**src/hw/sdpwr_pkg.sv**
```systemverilog
// shared constants and types for the dram command / clock-enable state block
package sdpwr_pkg;
    localparam int ADDR_W         = 12;
    localparam int BANK_SEL_BIT   = 11;
    localparam int OPCODE_W       = 12;
    localparam int ROW_W          = 11;
    localparam int CLK_DIV_HALF   = 4;
    localparam logic [2:0] DIV_RESET = 3'h0;
    localparam logic [11:0] OPCODE_RESET = 12'h000;
    localparam logic [10:0] ROW_CNT_RESET = 11'h000;
    // timing figures in ns (burst and mode load given in cycles), link clock cycles derived below
    localparam int LINK_PERIOD_NS     = 800;
    localparam int ROW_TO_ROW_DELAY_NS    = 20;
    localparam int MIN_ROW_ACTIVE_TIME_NS = 60;
    localparam int ROW_CYCLE_NS           = 90;
    localparam int BURST_CYCLES           = 4;
    localparam int MODE_LOAD_CYCLES       = 2;
    localparam int RRD_CYC = (ROW_TO_ROW_DELAY_NS + LINK_PERIOD_NS - 1) / LINK_PERIOD_NS;
    localparam int RAS_CYC = (MIN_ROW_ACTIVE_TIME_NS + LINK_PERIOD_NS - 1) / LINK_PERIOD_NS;
    localparam int RC_CYC  = (ROW_CYCLE_NS + LINK_PERIOD_NS - 1) / LINK_PERIOD_NS;
    localparam logic [3:0] CNT_ZERO = 4'h0;

    typedef enum logic [3:0] {
        SDPWR_CMD_DESELECT,
        SDPWR_CMD_NOP,
        SDPWR_CMD_BURST_STOP,
        SDPWR_CMD_READ,
        SDPWR_CMD_READ_AUTOCLOSE,
        SDPWR_CMD_WRITE,
        SDPWR_CMD_WRITE_AUTOCLOSE,
        SDPWR_CMD_ROW_ACTIVATE,
        SDPWR_CMD_PRECHARGE,
        SDPWR_CMD_REFRESH,
        SDPWR_CMD_MODE_LOAD
    } sdpwr_cmd_t;

    typedef enum logic [2:0] {
        SDPWR_M_IDLE,
        SDPWR_M_ACTIVE,
        SDPWR_M_POWER_DOWN,
        SDPWR_M_SELF_REFRESH,
        SDPWR_M_SR_RECOVERY,
        SDPWR_M_SUSPEND
    } sdpwr_mode_t;
endpackage : sdpwr_pkg

```
**src/hw/sdpwr_link_if.sv**
```systemverilog
// pin-level link between the memory controller and the dram command end
`timescale 1ns/1ps
`default_nettype none
interface sdpwr_link_if;
    logic        link_clk;
    logic        clk_en;
    logic        chip_sel_n;
    logic        row_strobe_n;
    logic        col_strobe_n;
    logic        write_en_n;
    logic [11:0] addr;
    modport ctrl (output link_clk, output clk_en, output chip_sel_n, output row_strobe_n,
                  output col_strobe_n, output write_en_n, output addr);
    modport mem  (input link_clk, input clk_en, input chip_sel_n, input row_strobe_n,
                  input col_strobe_n, input write_en_n, input addr);
endinterface : sdpwr_link_if
`default_nettype wire

```
**src/hw/sdpwr_mem.sv**
```systemverilog
// dram end: command decode and clock-enable power state tracking
// Behaviour
// - inputs sampled only at link clock rise
// - mode load captures address as opcode
// - refresh row from internal counter
// - self-refresh ignores all but clock enable and the command at exit
// - controller activates only idle banks
// - controller reads/writes only active banks
// - burst stop only for full page
// - legality follows bank selected by bank_select_line
// - idle plus clock enable low: power-down
// - idle, enable low, refresh pins: self-refresh
// - other-bank activate waits row_to_row_delay
// - precharge waits min_row_active_time
// - autoclose precharges bank after burst, unless a burst stop cuts it short
// - self-refresh exit with nop, idle after row cycle
// - recovery plus enable low: power-down next
// - power-down holds while low, exits rising
// - non-idle enable toggles suspend/resume next cycle
// - idle decode: activate, refresh, mode load
// - wakes on clock enable rising
`timescale 1ns/1ps
`default_nettype none
module sdpwr_mem (
    input  wire logic                  sys_clk,
    input  wire logic                  reset_n,
    sdpwr_link_if.mem                  link,
    output logic                       cmd_valid,
    output sdpwr_pkg::sdpwr_cmd_t      cmd,
    output sdpwr_pkg::sdpwr_mode_t     mode,
    output logic [1:0]                 bank_open,
    output logic [11:0]                opcode,
    output logic [10:0]                refresh_row,
    output logic                       illegal
);
    import sdpwr_pkg::*;

    logic [17:0] pins_s;
    sdpwr_sync #(.W(18)) u_sync (
        .sys_clk  (sys_clk),
        .reset_n  (reset_n),
        .async_in ({link.link_clk, link.clk_en, link.chip_sel_n, link.row_strobe_n,
                    link.col_strobe_n, link.write_en_n, link.addr}),
        .sync_out (pins_s)
    );

    typedef struct packed {
        logic        clk_prev;
        logic        cke_prev;
        sdpwr_mode_t mode;
        logic [1:0]  open;
        logic [1:0]  autoclose;
        logic [3:0]  burst_cnt0;
        logic [3:0]  burst_cnt1;
        logic [3:0]  rrd_cnt;
        logic [3:0]  ras_cnt0;
        logic [3:0]  ras_cnt1;
        logic [3:0]  wait_cnt;
        logic        full_page;
        logic [11:0] opcode;
        logic [10:0] row_cnt;
        logic        cmd_valid;
        sdpwr_cmd_t  cmd;
        logic        illegal;
    } sdpwr_mem_st_t;

    sdpwr_mem_st_t st;
    sdpwr_mem_st_t next_st;

    logic       rise;
    logic       cke;
    logic       cs_n, ras_n, cas_n, we_n;
    logic [11:0] a;
    logic       bank;
    logic       nop_like;
    sdpwr_cmd_t dec;

    always_comb begin
        cke   = pins_s[16];
        cs_n  = pins_s[15];
        ras_n = pins_s[14];
        cas_n = pins_s[13];
        we_n  = pins_s[12];
        a     = pins_s[ADDR_W-1:0];
        bank  = a[BANK_SEL_BIT];
        rise  = pins_s[17] & ~st.clk_prev;
        nop_like = cs_n | (ras_n & cas_n);
        dec = SDPWR_CMD_DESELECT;
        if (!cs_n) begin
            unique case ({ras_n, cas_n, we_n})
                3'b111: dec = SDPWR_CMD_NOP;
                3'b110: dec = SDPWR_CMD_BURST_STOP;
                3'b101: dec = a[10] ? SDPWR_CMD_READ_AUTOCLOSE : SDPWR_CMD_READ;
                3'b100: dec = a[10] ? SDPWR_CMD_WRITE_AUTOCLOSE : SDPWR_CMD_WRITE;
                3'b011: dec = SDPWR_CMD_ROW_ACTIVATE;
                3'b010: dec = SDPWR_CMD_PRECHARGE;
                3'b001: dec = SDPWR_CMD_REFRESH;
                3'b000: dec = SDPWR_CMD_MODE_LOAD;
            endcase
        end
    end

    always_comb begin
        next_st           = st;
        next_st.clk_prev  = pins_s[17];
        next_st.cmd_valid = 1'b0;
        next_st.illegal   = 1'b0;
        if (rise) begin
            next_st.cke_prev = cke;
            if (st.rrd_cnt != CNT_ZERO) next_st.rrd_cnt = st.rrd_cnt - 4'h1;
            if (st.ras_cnt0 != CNT_ZERO) next_st.ras_cnt0 = st.ras_cnt0 - 4'h1;
            if (st.ras_cnt1 != CNT_ZERO) next_st.ras_cnt1 = st.ras_cnt1 - 4'h1;
            if (st.wait_cnt != CNT_ZERO) next_st.wait_cnt = st.wait_cnt - 4'h1;
            // autoclose bursts close their bank once the count runs out; a burst stop leaves the bank open
            if (st.burst_cnt0 != CNT_ZERO && st.mode != SDPWR_M_SUSPEND) begin
                next_st.burst_cnt0 = st.burst_cnt0 - 4'h1;
                if (st.burst_cnt0 == 4'h1 && st.autoclose[0]) begin
                    next_st.open[0] = 1'b0;
                    next_st.autoclose[0] = 1'b0;
                end
            end
            if (st.burst_cnt1 != CNT_ZERO && st.mode != SDPWR_M_SUSPEND) begin
                next_st.burst_cnt1 = st.burst_cnt1 - 4'h1;
                if (st.burst_cnt1 == 4'h1 && st.autoclose[1]) begin
                    next_st.open[1] = 1'b0;
                    next_st.autoclose[1] = 1'b0;
                end
            end
            unique case (st.mode)
                SDPWR_M_SELF_REFRESH: begin
                    // commands are ignored here except on the clock enable rise, where anything but a deselect, no-op or burst stop is illegal
                    if (!st.cke_prev && cke) begin
                        next_st.illegal = ~nop_like;
                        next_st.mode = SDPWR_M_SR_RECOVERY;
                        next_st.wait_cnt = 4'(RC_CYC);
                    end
                end
                SDPWR_M_SR_RECOVERY: begin
                    if (!nop_like) next_st.illegal = 1'b1;
                    else if (!cke) next_st.mode = SDPWR_M_POWER_DOWN;
                    else if (st.wait_cnt <= 4'h1) next_st.mode = SDPWR_M_IDLE;
                end
                SDPWR_M_POWER_DOWN: begin
                    if (cke) next_st.mode = SDPWR_M_IDLE;
                end
                SDPWR_M_SUSPEND: begin
                    if (cke) next_st.mode = SDPWR_M_ACTIVE;
                end
                SDPWR_M_IDLE, SDPWR_M_ACTIVE: begin
                    if (st.cke_prev && !cke) begin
                        if (st.open == 2'b00 && dec == SDPWR_CMD_REFRESH) begin
                            next_st.mode = SDPWR_M_SELF_REFRESH;
                        end else if (st.open == 2'b00) begin
                            next_st.mode = SDPWR_M_POWER_DOWN;
                        end else begin
                            next_st.mode = SDPWR_M_SUSPEND;
                        end
                    end else if (cke && st.wait_cnt <= 4'h1) begin
                        // spans are loaded whole, so a count of one runs out at this rise
                        next_st.cmd_valid = (dec != SDPWR_CMD_DESELECT);
                        next_st.cmd = dec;
                        unique case (dec)
                            SDPWR_CMD_ROW_ACTIVATE: begin
                                // legality by the bank that bank_select_line picks
                                if (st.open[bank] || st.rrd_cnt > 4'h1) begin
                                    next_st.illegal = 1'b1;
                                end else begin
                                    next_st.open[bank] = 1'b1;
                                    next_st.rrd_cnt = 4'(RRD_CYC);
                                    if (bank) next_st.ras_cnt1 = 4'(RAS_CYC);
                                    else next_st.ras_cnt0 = 4'(RAS_CYC);
                                end
                            end
                            SDPWR_CMD_PRECHARGE: begin
                                if ((a[10] || !bank) && st.open[0] && st.ras_cnt0 > 4'h1)
                                    next_st.illegal = 1'b1;
                                else if ((a[10] || bank) && st.open[1] && st.ras_cnt1 > 4'h1)
                                    next_st.illegal = 1'b1;
                                else if (a[10]) next_st.open = 2'b00;
                                else next_st.open[bank] = 1'b0;
                            end
                            SDPWR_CMD_READ, SDPWR_CMD_READ_AUTOCLOSE,
                            SDPWR_CMD_WRITE, SDPWR_CMD_WRITE_AUTOCLOSE: begin
                                if (!st.open[bank]) next_st.illegal = 1'b1;
                                else begin
                                    next_st.autoclose[bank] = (dec == SDPWR_CMD_READ_AUTOCLOSE)
                                        || (dec == SDPWR_CMD_WRITE_AUTOCLOSE);
                                    if (bank) next_st.burst_cnt1 = 4'(BURST_CYCLES);
                                    else next_st.burst_cnt0 = 4'(BURST_CYCLES);
                                end
                            end
                            SDPWR_CMD_BURST_STOP: begin
                                if (st.full_page) begin
                                    next_st.burst_cnt0 = CNT_ZERO;
                                    next_st.burst_cnt1 = CNT_ZERO;
                                end
                            end
                            SDPWR_CMD_REFRESH: begin
                                if (st.open != 2'b00) next_st.illegal = 1'b1;
                                else begin
                                    // row comes from the counter, pins ignored
                                    next_st.row_cnt = st.row_cnt + 11'h001;
                                    next_st.wait_cnt = 4'(RC_CYC);
                                end
                            end
                            SDPWR_CMD_MODE_LOAD: begin
                                if (st.open != 2'b00) next_st.illegal = 1'b1;
                                else begin
                                    next_st.opcode = a;
                                    next_st.full_page = (a[2:0] == 3'h7);
                                    next_st.wait_cnt = 4'(MODE_LOAD_CYCLES);
                                end
                            end
                            default: ;
                        endcase
                    end
                    if (next_st.mode == st.mode)
                        next_st.mode = (next_st.open == 2'b00) ? SDPWR_M_IDLE : SDPWR_M_ACTIVE;
                end
                default: next_st.mode = SDPWR_M_IDLE;
            endcase
        end
    end

    always_ff @(posedge sys_clk or negedge reset_n) begin
        if (!reset_n) begin
            st <= '{clk_prev: 1'b0, cke_prev: 1'b1, mode: SDPWR_M_IDLE, open: 2'b00,
                    autoclose: 2'b00, burst_cnt0: CNT_ZERO, burst_cnt1: CNT_ZERO,
                    rrd_cnt: CNT_ZERO, ras_cnt0: CNT_ZERO, ras_cnt1: CNT_ZERO,
                    wait_cnt: CNT_ZERO, full_page: 1'b0, opcode: OPCODE_RESET,
                    row_cnt: ROW_CNT_RESET, cmd_valid: 1'b0, cmd: SDPWR_CMD_DESELECT,
                    illegal: 1'b0};
        end else begin
            st <= next_st;
        end
    end

    assign cmd_valid   = st.cmd_valid;
    assign cmd         = st.cmd;
    assign mode        = st.mode;
    assign bank_open   = st.open;
    assign opcode      = st.opcode;
    assign refresh_row = st.row_cnt;
    assign illegal     = st.illegal;
endmodule : sdpwr_mem
`default_nettype wire

```
**src/hw/sdpwr_sync.sv**
```systemverilog
// two-flop synchroniser for pins sampled into sys_clk
`timescale 1ns/1ps
`default_nettype none
module sdpwr_sync #(
    parameter int W = 1
) (
    input  wire logic         sys_clk,
    input  wire logic         reset_n,
    input  wire logic [W-1:0] async_in,
    output logic      [W-1:0] sync_out
);
    logic [W-1:0] stage1;
    always_ff @(posedge sys_clk or negedge reset_n) begin
        if (!reset_n) begin
            stage1   <= '0;
            sync_out <= '0;
        end else begin
            stage1   <= async_in;
            sync_out <= stage1;
        end
    end
endmodule : sdpwr_sync
`default_nettype wire

```
**src/flat_wrapper.sv**
```systemverilog
// flat-port wrapper written by rule: the top's interface ports become plain ports
module sdpwr_mem_flat import sdpwr_pkg::*;
  (sys_clk, reset_n, cmd_valid, cmd, mode, bank_open, opcode, refresh_row, illegal, link_link_clk, link_clk_en, link_chip_sel_n, link_row_strobe_n, link_col_strobe_n, link_write_en_n, link_addr);
  sdpwr_link_if link_i ();
  input  wire logic sys_clk;
  input  wire logic reset_n;
  output logic cmd_valid;
  output sdpwr_pkg::sdpwr_cmd_t cmd;
  output sdpwr_pkg::sdpwr_mode_t mode;
  output logic [1:0] bank_open;
  output logic [11:0] opcode;
  output logic [10:0] refresh_row;
  output logic illegal;
  input wire logic [$bits(link_i.link_clk)-1:0] link_link_clk;
  input wire logic [$bits(link_i.clk_en)-1:0] link_clk_en;
  input wire logic [$bits(link_i.chip_sel_n)-1:0] link_chip_sel_n;
  input wire logic [$bits(link_i.row_strobe_n)-1:0] link_row_strobe_n;
  input wire logic [$bits(link_i.col_strobe_n)-1:0] link_col_strobe_n;
  input wire logic [$bits(link_i.write_en_n)-1:0] link_write_en_n;
  input wire logic [$bits(link_i.addr)-1:0] link_addr;
  assign link_i.link_clk = link_link_clk;
  assign link_i.clk_en = link_clk_en;
  assign link_i.chip_sel_n = link_chip_sel_n;
  assign link_i.row_strobe_n = link_row_strobe_n;
  assign link_i.col_strobe_n = link_col_strobe_n;
  assign link_i.write_en_n = link_write_en_n;
  assign link_i.addr = link_addr;
  sdpwr_mem u_core (.sys_clk(sys_clk), .reset_n(reset_n), .link(link_i), .cmd_valid(cmd_valid), .cmd(cmd), .mode(mode), .bank_open(bank_open), .opcode(opcode), .refresh_row(refresh_row), .illegal(illegal));
endmodule
```
**config.mk**
```make
export PLATFORM = sky130hd
export DESIGN_NAME = sdpwr_mem_flat
export DESIGN_NICKNAME = d
export VERILOG_FILES = /design/src/hw/sdpwr_pkg.sv /design/src/hw/sdpwr_link_if.sv /design/src/hw/sdpwr_mem.sv /design/src/hw/sdpwr_sync.sv /design/src/flat_wrapper.sv
export SDC_FILE = /design/constraint.sdc
export NUM_CORES = 1
export LEC_CHECK = 0
export BUFFER_PORTS_ARGS = -buffer_cell sky130_fd_sc_hd__buf_2
export CORE_MARGIN = 3
export CORE_UTILIZATION = 59
export DETAILED_ROUTE_END_ITERATION = 10
export GPL_TIMING_DRIVEN = 1
export PLACE_DENSITY = 0.77
export SLEW_MARGIN = 15
export SYNTH_ARGS = -nofsm -noshare
export SYNTH_HDL_FRONTEND = slang
export SYNTH_HIERARCHICAL = 1
export SYNTH_SLANG_ARGS = --single-unit
export TNS_END_PERCENT = 1
```
**constraint.sdc**
```tcl
create_clock -name sys_clk -period 2.1 [get_ports sys_clk]
set_input_delay 0.21 -clock sys_clk [delete_from_list [all_inputs] [get_ports sys_clk]]
set_output_delay 0.21 -clock sys_clk [all_outputs]
set_load 0.005 [all_outputs]
```
Word level (Yosys, flattened, before mapping)
Cells that the tools add are included.
- input bits: 20
- bits in registers: 99
- output and inout port bits: 34
- bitwise gates (word level): 8
- equality and inequality tests: 36
- magnitude comparators: 6
- reductions and logical operators: 39
- multiplexer cells: 79
- $add $sub $neg: 7
- operator list (kind ; count):
    $mux 58 ; 4
    $mux 4 ; 12
    $mux 3 ; 13
    $pmux 4 s8 ; 1
    $reduce_bool 4->1 ; 7
    $mux 12 ; 2
    $mux 24 ; 1
    $sub 4x1->4 const B ; 6
    $mux 11 ; 2
    $eq 3x3->1 const B ; 7
    $mux 1 ; 21
    $ne 3x3->1 const B ; 6
    $reduce_and 6->1 ; 3
    $mux 17 ; 1
    $eq 4x3->1 const B ; 4
    $pmux 4 s2 ; 2
    $pmux 8 s2 ; 1
    $mux 5 ; 3
    $pmux 3 s5 ; 1
    $logic_and 1x1->1 ; 13
    $mux 13 ; 1
    $eq 3x2->1 const B ; 4
    $eq 4x4->1 const B ; 3
    $gt 4x1->1 const B ; 3
    34 further kinds ; 54

Logic depth before layout (Yosys ltp)
- depth after elaboration: 18
- gate-level depth with buffers: 8
- mapped depth without buffers: 7

Cells and area by module
The synthesis kept the hierarchy.
- modules (own cells, without submodules) (module ; sequential area each (µm²) ; cells each ; area each (µm²) ; instances):
    sdpwr_mem ; 1577.8 ; 457 ; 4124.0 ; 1
    sdpwr_sync ; 900.9 ; 36 ; 900.9 ; 1

Worst setup path after synthesis
No wires, ideal clock.
- path kind: reg-to-reg
- from: reg u_core.u_sync.sync_out[15]
- to: reg u_core/st[40] (netlist name)
- slack: 201 ps
- arrival: 1781 ps
- clock period less this slack: 1899 ps
- cell stages (with the launch flop): 7
- data required time: 1982 ps
- buffers on the path: 1
- library setup time: 118 ps
- path through: dfrtp_1 nand4bb_4 or4_1 buf_2 o41ai_2 nor3b_1 a21o_1
- longest elaborated chain between the ends: 8
- RTL lines (what ; RTL line ; source):
    from (decl) ; sdpwr_sync.sv:10 ; output logic [W-1:0] sync_out
    from (signal assigned) ; sdpwr_sync.sv:19 ; sync_out <= stage1;
    $mux 4 ; sdpwr_mem.sv:89 ; if (!cs_n) begin
    $eq 4x3->1 ; sdpwr_mem.sv:162 ; unique case (dec)
    $mux 12 ; sdpwr_mem.sv:162 ;
    $mux 58 ; sdpwr_mem.sv:158 ; end else if (cke && st.wait_cnt <= 4'h1) begin
    $mux 58 ; sdpwr_mem.sv:150 ; if (st.cke_prev && !cke) begin
    $mux 58 ; sdpwr_mem.sv:129 ; unique case (st.mode)
    $mux 58 ; sdpwr_mem.sv:108 ; if (rise) begin
    $mux 24 ; sdpwr_mem.sv:129 ;
    to (signal assigned) ; sdpwr_mem.sv:227 ; st <= '{clk_prev: 1'b0, cke_prev: 1'b1, mode: SDPWR_M_IDLE, open: 2'b00,
    to (signal assigned) ; sdpwr_mem.sv:234 ; st <= next_st;
    to (decl) ; sdpwr_mem.sv:67 ; sdpwr_mem_st_t st;
Every way passes these cells. The select of a mux whose other input is x is not followed.
A chain may end at the register's enable or synchronous reset.

Final worst setup path
- from: reg u_core/st[42] (netlist name)
- to: reg u_core/st[44] (netlist name)
- longest elaborated chain between the ends: 9
- elaborated cells between the ends (all ways): 12
- those cells by class: add/sub (1); order compare (1); mux (8); reduce/logical (2)
- RTL lines (what ; RTL line ; source):
    $sub 4x1->4, or another cell as far along ; sdpwr_mem.sv:110 ; if (st.rrd_cnt != CNT_ZERO) next_st.rrd_cnt = st.rrd_cnt - 4'h1;
    $mux 4 or $logic_or 1x1->1 (tied branches) ; sdpwr_mem.sv:110, sdpwr_mem.sv:165 ;
    $mux 12 ; sdpwr_mem.sv:165 ; if (st.open[bank] || st.rrd_cnt > 4'h1) begin
    $mux 12 ; sdpwr_mem.sv:162 ;
    $mux 58 ; sdpwr_mem.sv:158 ;
    $mux 58 ; sdpwr_mem.sv:150 ;
    $mux 58 ; sdpwr_mem.sv:129 ;
    $mux 58 ; sdpwr_mem.sv:108 ;
    $mux 24 * ; sdpwr_mem.sv:129 ;
Every way passes the cells marked *; elsewhere a longest branch is shown, timed or not. The select of a mux whose other input is x is not followed.

==> qor.csv <==
metric,value,unit
IO Count,54,
Non-Filler Instances,662,
Rel. slew slack,63.5,%
Slew @ Worst Pin,0.547,ns
Fillers,658,
crit share post-route,97.8,%
pin count of the biggest net entering global routing,45,
Final Core Density,70.2,%
asr flop ratio synth,100,%
Core Rows,33,
die area,0.00966,mm2
sequential cell area,0.00248,mm2
Tmin final,2.05,ns
Die H,98.3,um
Avg Inst Size Synth,10.2,um2
Post-Place Cells,627,
sequential area share after synthesis,49.3,%
synth warn,6,
crit path DAT,2.31,ns
placed cell area,0.00534,mm2
root buffer cell,clkbuf_8,
total chip power,5.71,mW
crit end category,flop,
drt first pass iters,5,
gr ovfl total,0,
Nets,590,
status,"finished, final reports clean",
core footprint,0.00826,mm2
Hold Crit Class,in2async,
Detail Placement HPWL,7.65,mm
Die Wd,98.3,um
Layout area overhead,15.4,%
Synth Cell Area,0.00502,mm2
pwr/cell area,985,mW/mm2
post-route ant nets,0,
Max VDD drop,584,uV
CTS tree,built,
global-route wire length before repair,18.8,mm
CP max FO,7,
Post-synth EDFFs,0,
Area contributors post-synth,"dfrtp_1 (49%), buf_4 (4.8%), ha_1 (4.5%), nand2_1 (3.9%), o21ai_1 (2.9%)",
Mapped Cells,493,
initial antenna violation count,0,
postcts setup bufs,0,
vias,3852,
PortBufs,53,
Static Leak,2.66,nW
hold_ws,0.356,ns
vias in the first global route,3834,
Synth Flop Type,dfrtp_1,
worst clock skew,0.0148,ns
share of layout cells above drive strength 1,23.5,%
drt total wl,11.0,mm
GRT Overall Usage,23.9,%
Yosys cell types,68,
post-DR wirelength/cell,16.6,um
Achievable Freq,487,MHz
post-DR vias/cell,5.82,
Clock Tree Buf Depth,2,
clock-pin slew on the worst setup and hold paths,0.10,ns
total clock sinks,99,
clk_lat worst skew,0.36,ns
Post-synth top cells,"dfrtp_1 (98), nand2_1 (52), buf_4 (32)",
share of the synthesized area in the top cell type,48.8,%
Worst EP required,2.35,ns
area of the multi-input gates,0.00219,mm2
RSZ-0062 raised after global routing,yes,
synthesis-stage register bit count,99,
Max Slew Vio Count,0,
top-count cell post-synth,dfrtp_1,
cell type with the largest total area after synthesis,dfrtp_1,
critical path class,reg2reg,
Finish-stage setup viols,0,
Iter 0 DRT Violations,172,
drt drc,0,
Ant. Diodes,0,
GPL Wtd Cong,0.881,
Critical Path Start Type,flop,
max_cap viols,0,
Initial Util,60.8,%
final hold violations,0,
CTS buffer count,9,
final instance area,0.00580,mm2
H-tree Lvls,3,
Syn Nets,531,
==> report_power, final <==
group / total, mW / switching (mW) / internal, mW
Combinational: 1.90 / 1.04 / 0.864
Sequential: 2.57 / 0.336 / 2.24
Clock: 1.24 / 0.749 / 0.487
Total: 5.71 / 2.12 / 3.59
==> final cells by class <==
| cell class | instances | share of cell area [%] |
|---|---|---|
| clock buffer | 9 | 2.14 |
| clock inverter | 7 | 1.58 |
| timing repair buffer | 103 | 12.2 |
| tap | 105 | 2.27 |
| multi-input combinational | 320 | 37.8 |
| sequential | 99 | 42.8 |
| inverter | 19 | 1.23 |
==> cells by family after synthesis <==
logic type	count (synthesis)	share of synthesized area, %
AND/OR/NAND/NOR	168	18.9
AO/OA/AOI/OAI	116	15.9
flip-flops	99	49.3
buffers and inverters	74	8.02
adder cells (fa/ha/maj)	18	4.48
XOR/XNOR	12	2.09
multiplexers	6	1.32
==> cells in the final DEF, fill, tap and decap left out, drive strengths merged, types with 4 or more instances in the layout <==
cell,n
nor2,26
ha,18
inv,22
mux2,5
and3,5
a211oi,4
xnor2,8
a31oi,7
o21ai,41
nor3b,6
a22o,4
buf,84
clkinv,4
nor4,7
nor2b,5
nor4b,4
nand2b,11
a21o,9
dlygate4sd3,19
nand2,52
o2bb2ai,4
nand3b,4
nand3,8
dfrtp,98
a21oi,12
or2,4
xor2,4
nand4,7
nor3,16
o31ai,8
clkbuf,9
==> through the flow <==
stage	setup slack (ns)	setup TNS [ns]
floorplan	0.201	0
global placement	0.0824	0
detailed placement	-0.0159	-0.0193
CTS	0.0123	0
global route	-0.0860	-0.544
finish	0.0462	0
==> routing by layer <==
layer  global-route usage [%]  vias up  part of all wire [%]
li1                         -     1842                     -
met1                     31.5     1898                    43
met4                     7.04        0                   1.4
met2                     40.1       94                    51
met5                        0        -                     0
met3                     5.00       18                   4.2
==> flip-flops by register name, summed over array words and instances, names as in the netlist <==
signal                  flops
u_core/bank_open            2
u_core/cmd                  4
u_core/cmd_valid            1
u_core/illegal              1
u_core/mode                 3
u_core/opcode              12
u_core/refresh_row         11
u_core/st                  29
u_core/u_sync/stage1       18
u_core/u_sync/sync_out     18
==> critical path: stages, from the launching register on <==
cell,delay [ns]
dfrtp_1,0.43
inv_1,0.12
ha_1,0.21
nor2_1,0.10
or4_4,0.52
o311ai_4,0.31
nor3b_1,0.10
a21o_1,0.16
==> final timing paths <==
kind / end / slack [ns] / depth (start not counted) / start
max in group asynchronous: u_core/u_sync/sync_out[7] / 1.08 / 3 / reset_n
max: u_core/st[44] / 0.05 / 7 / u_core/st[42]
min reg2reg: u_core/u_sync/sync_out[15] / 0.36 / 0 / u_core/u_sync/stage1[15]
min in group sys_clk: u_core/u_sync/sync_out[15] / 0.36 / 0 / u_core/u_sync/stage1[15]
max reg2reg: u_core/st[44] / 0.05 / 7 / u_core/st[42]
min: u_core/refresh_row[8] / 0.36 / 2 / reset_n
==> what timing repair did <==
item / 4_1_cts / 5_1_grt
hold buffers: 19 / 0
setup endpoints to repair: 5 / 35
pin swaps: 1 / 1
hold endpoints to repair: 59 / 0
gates resized for setup: 4 / 10
Note: power is estimated with default switching activity, not from simulation.
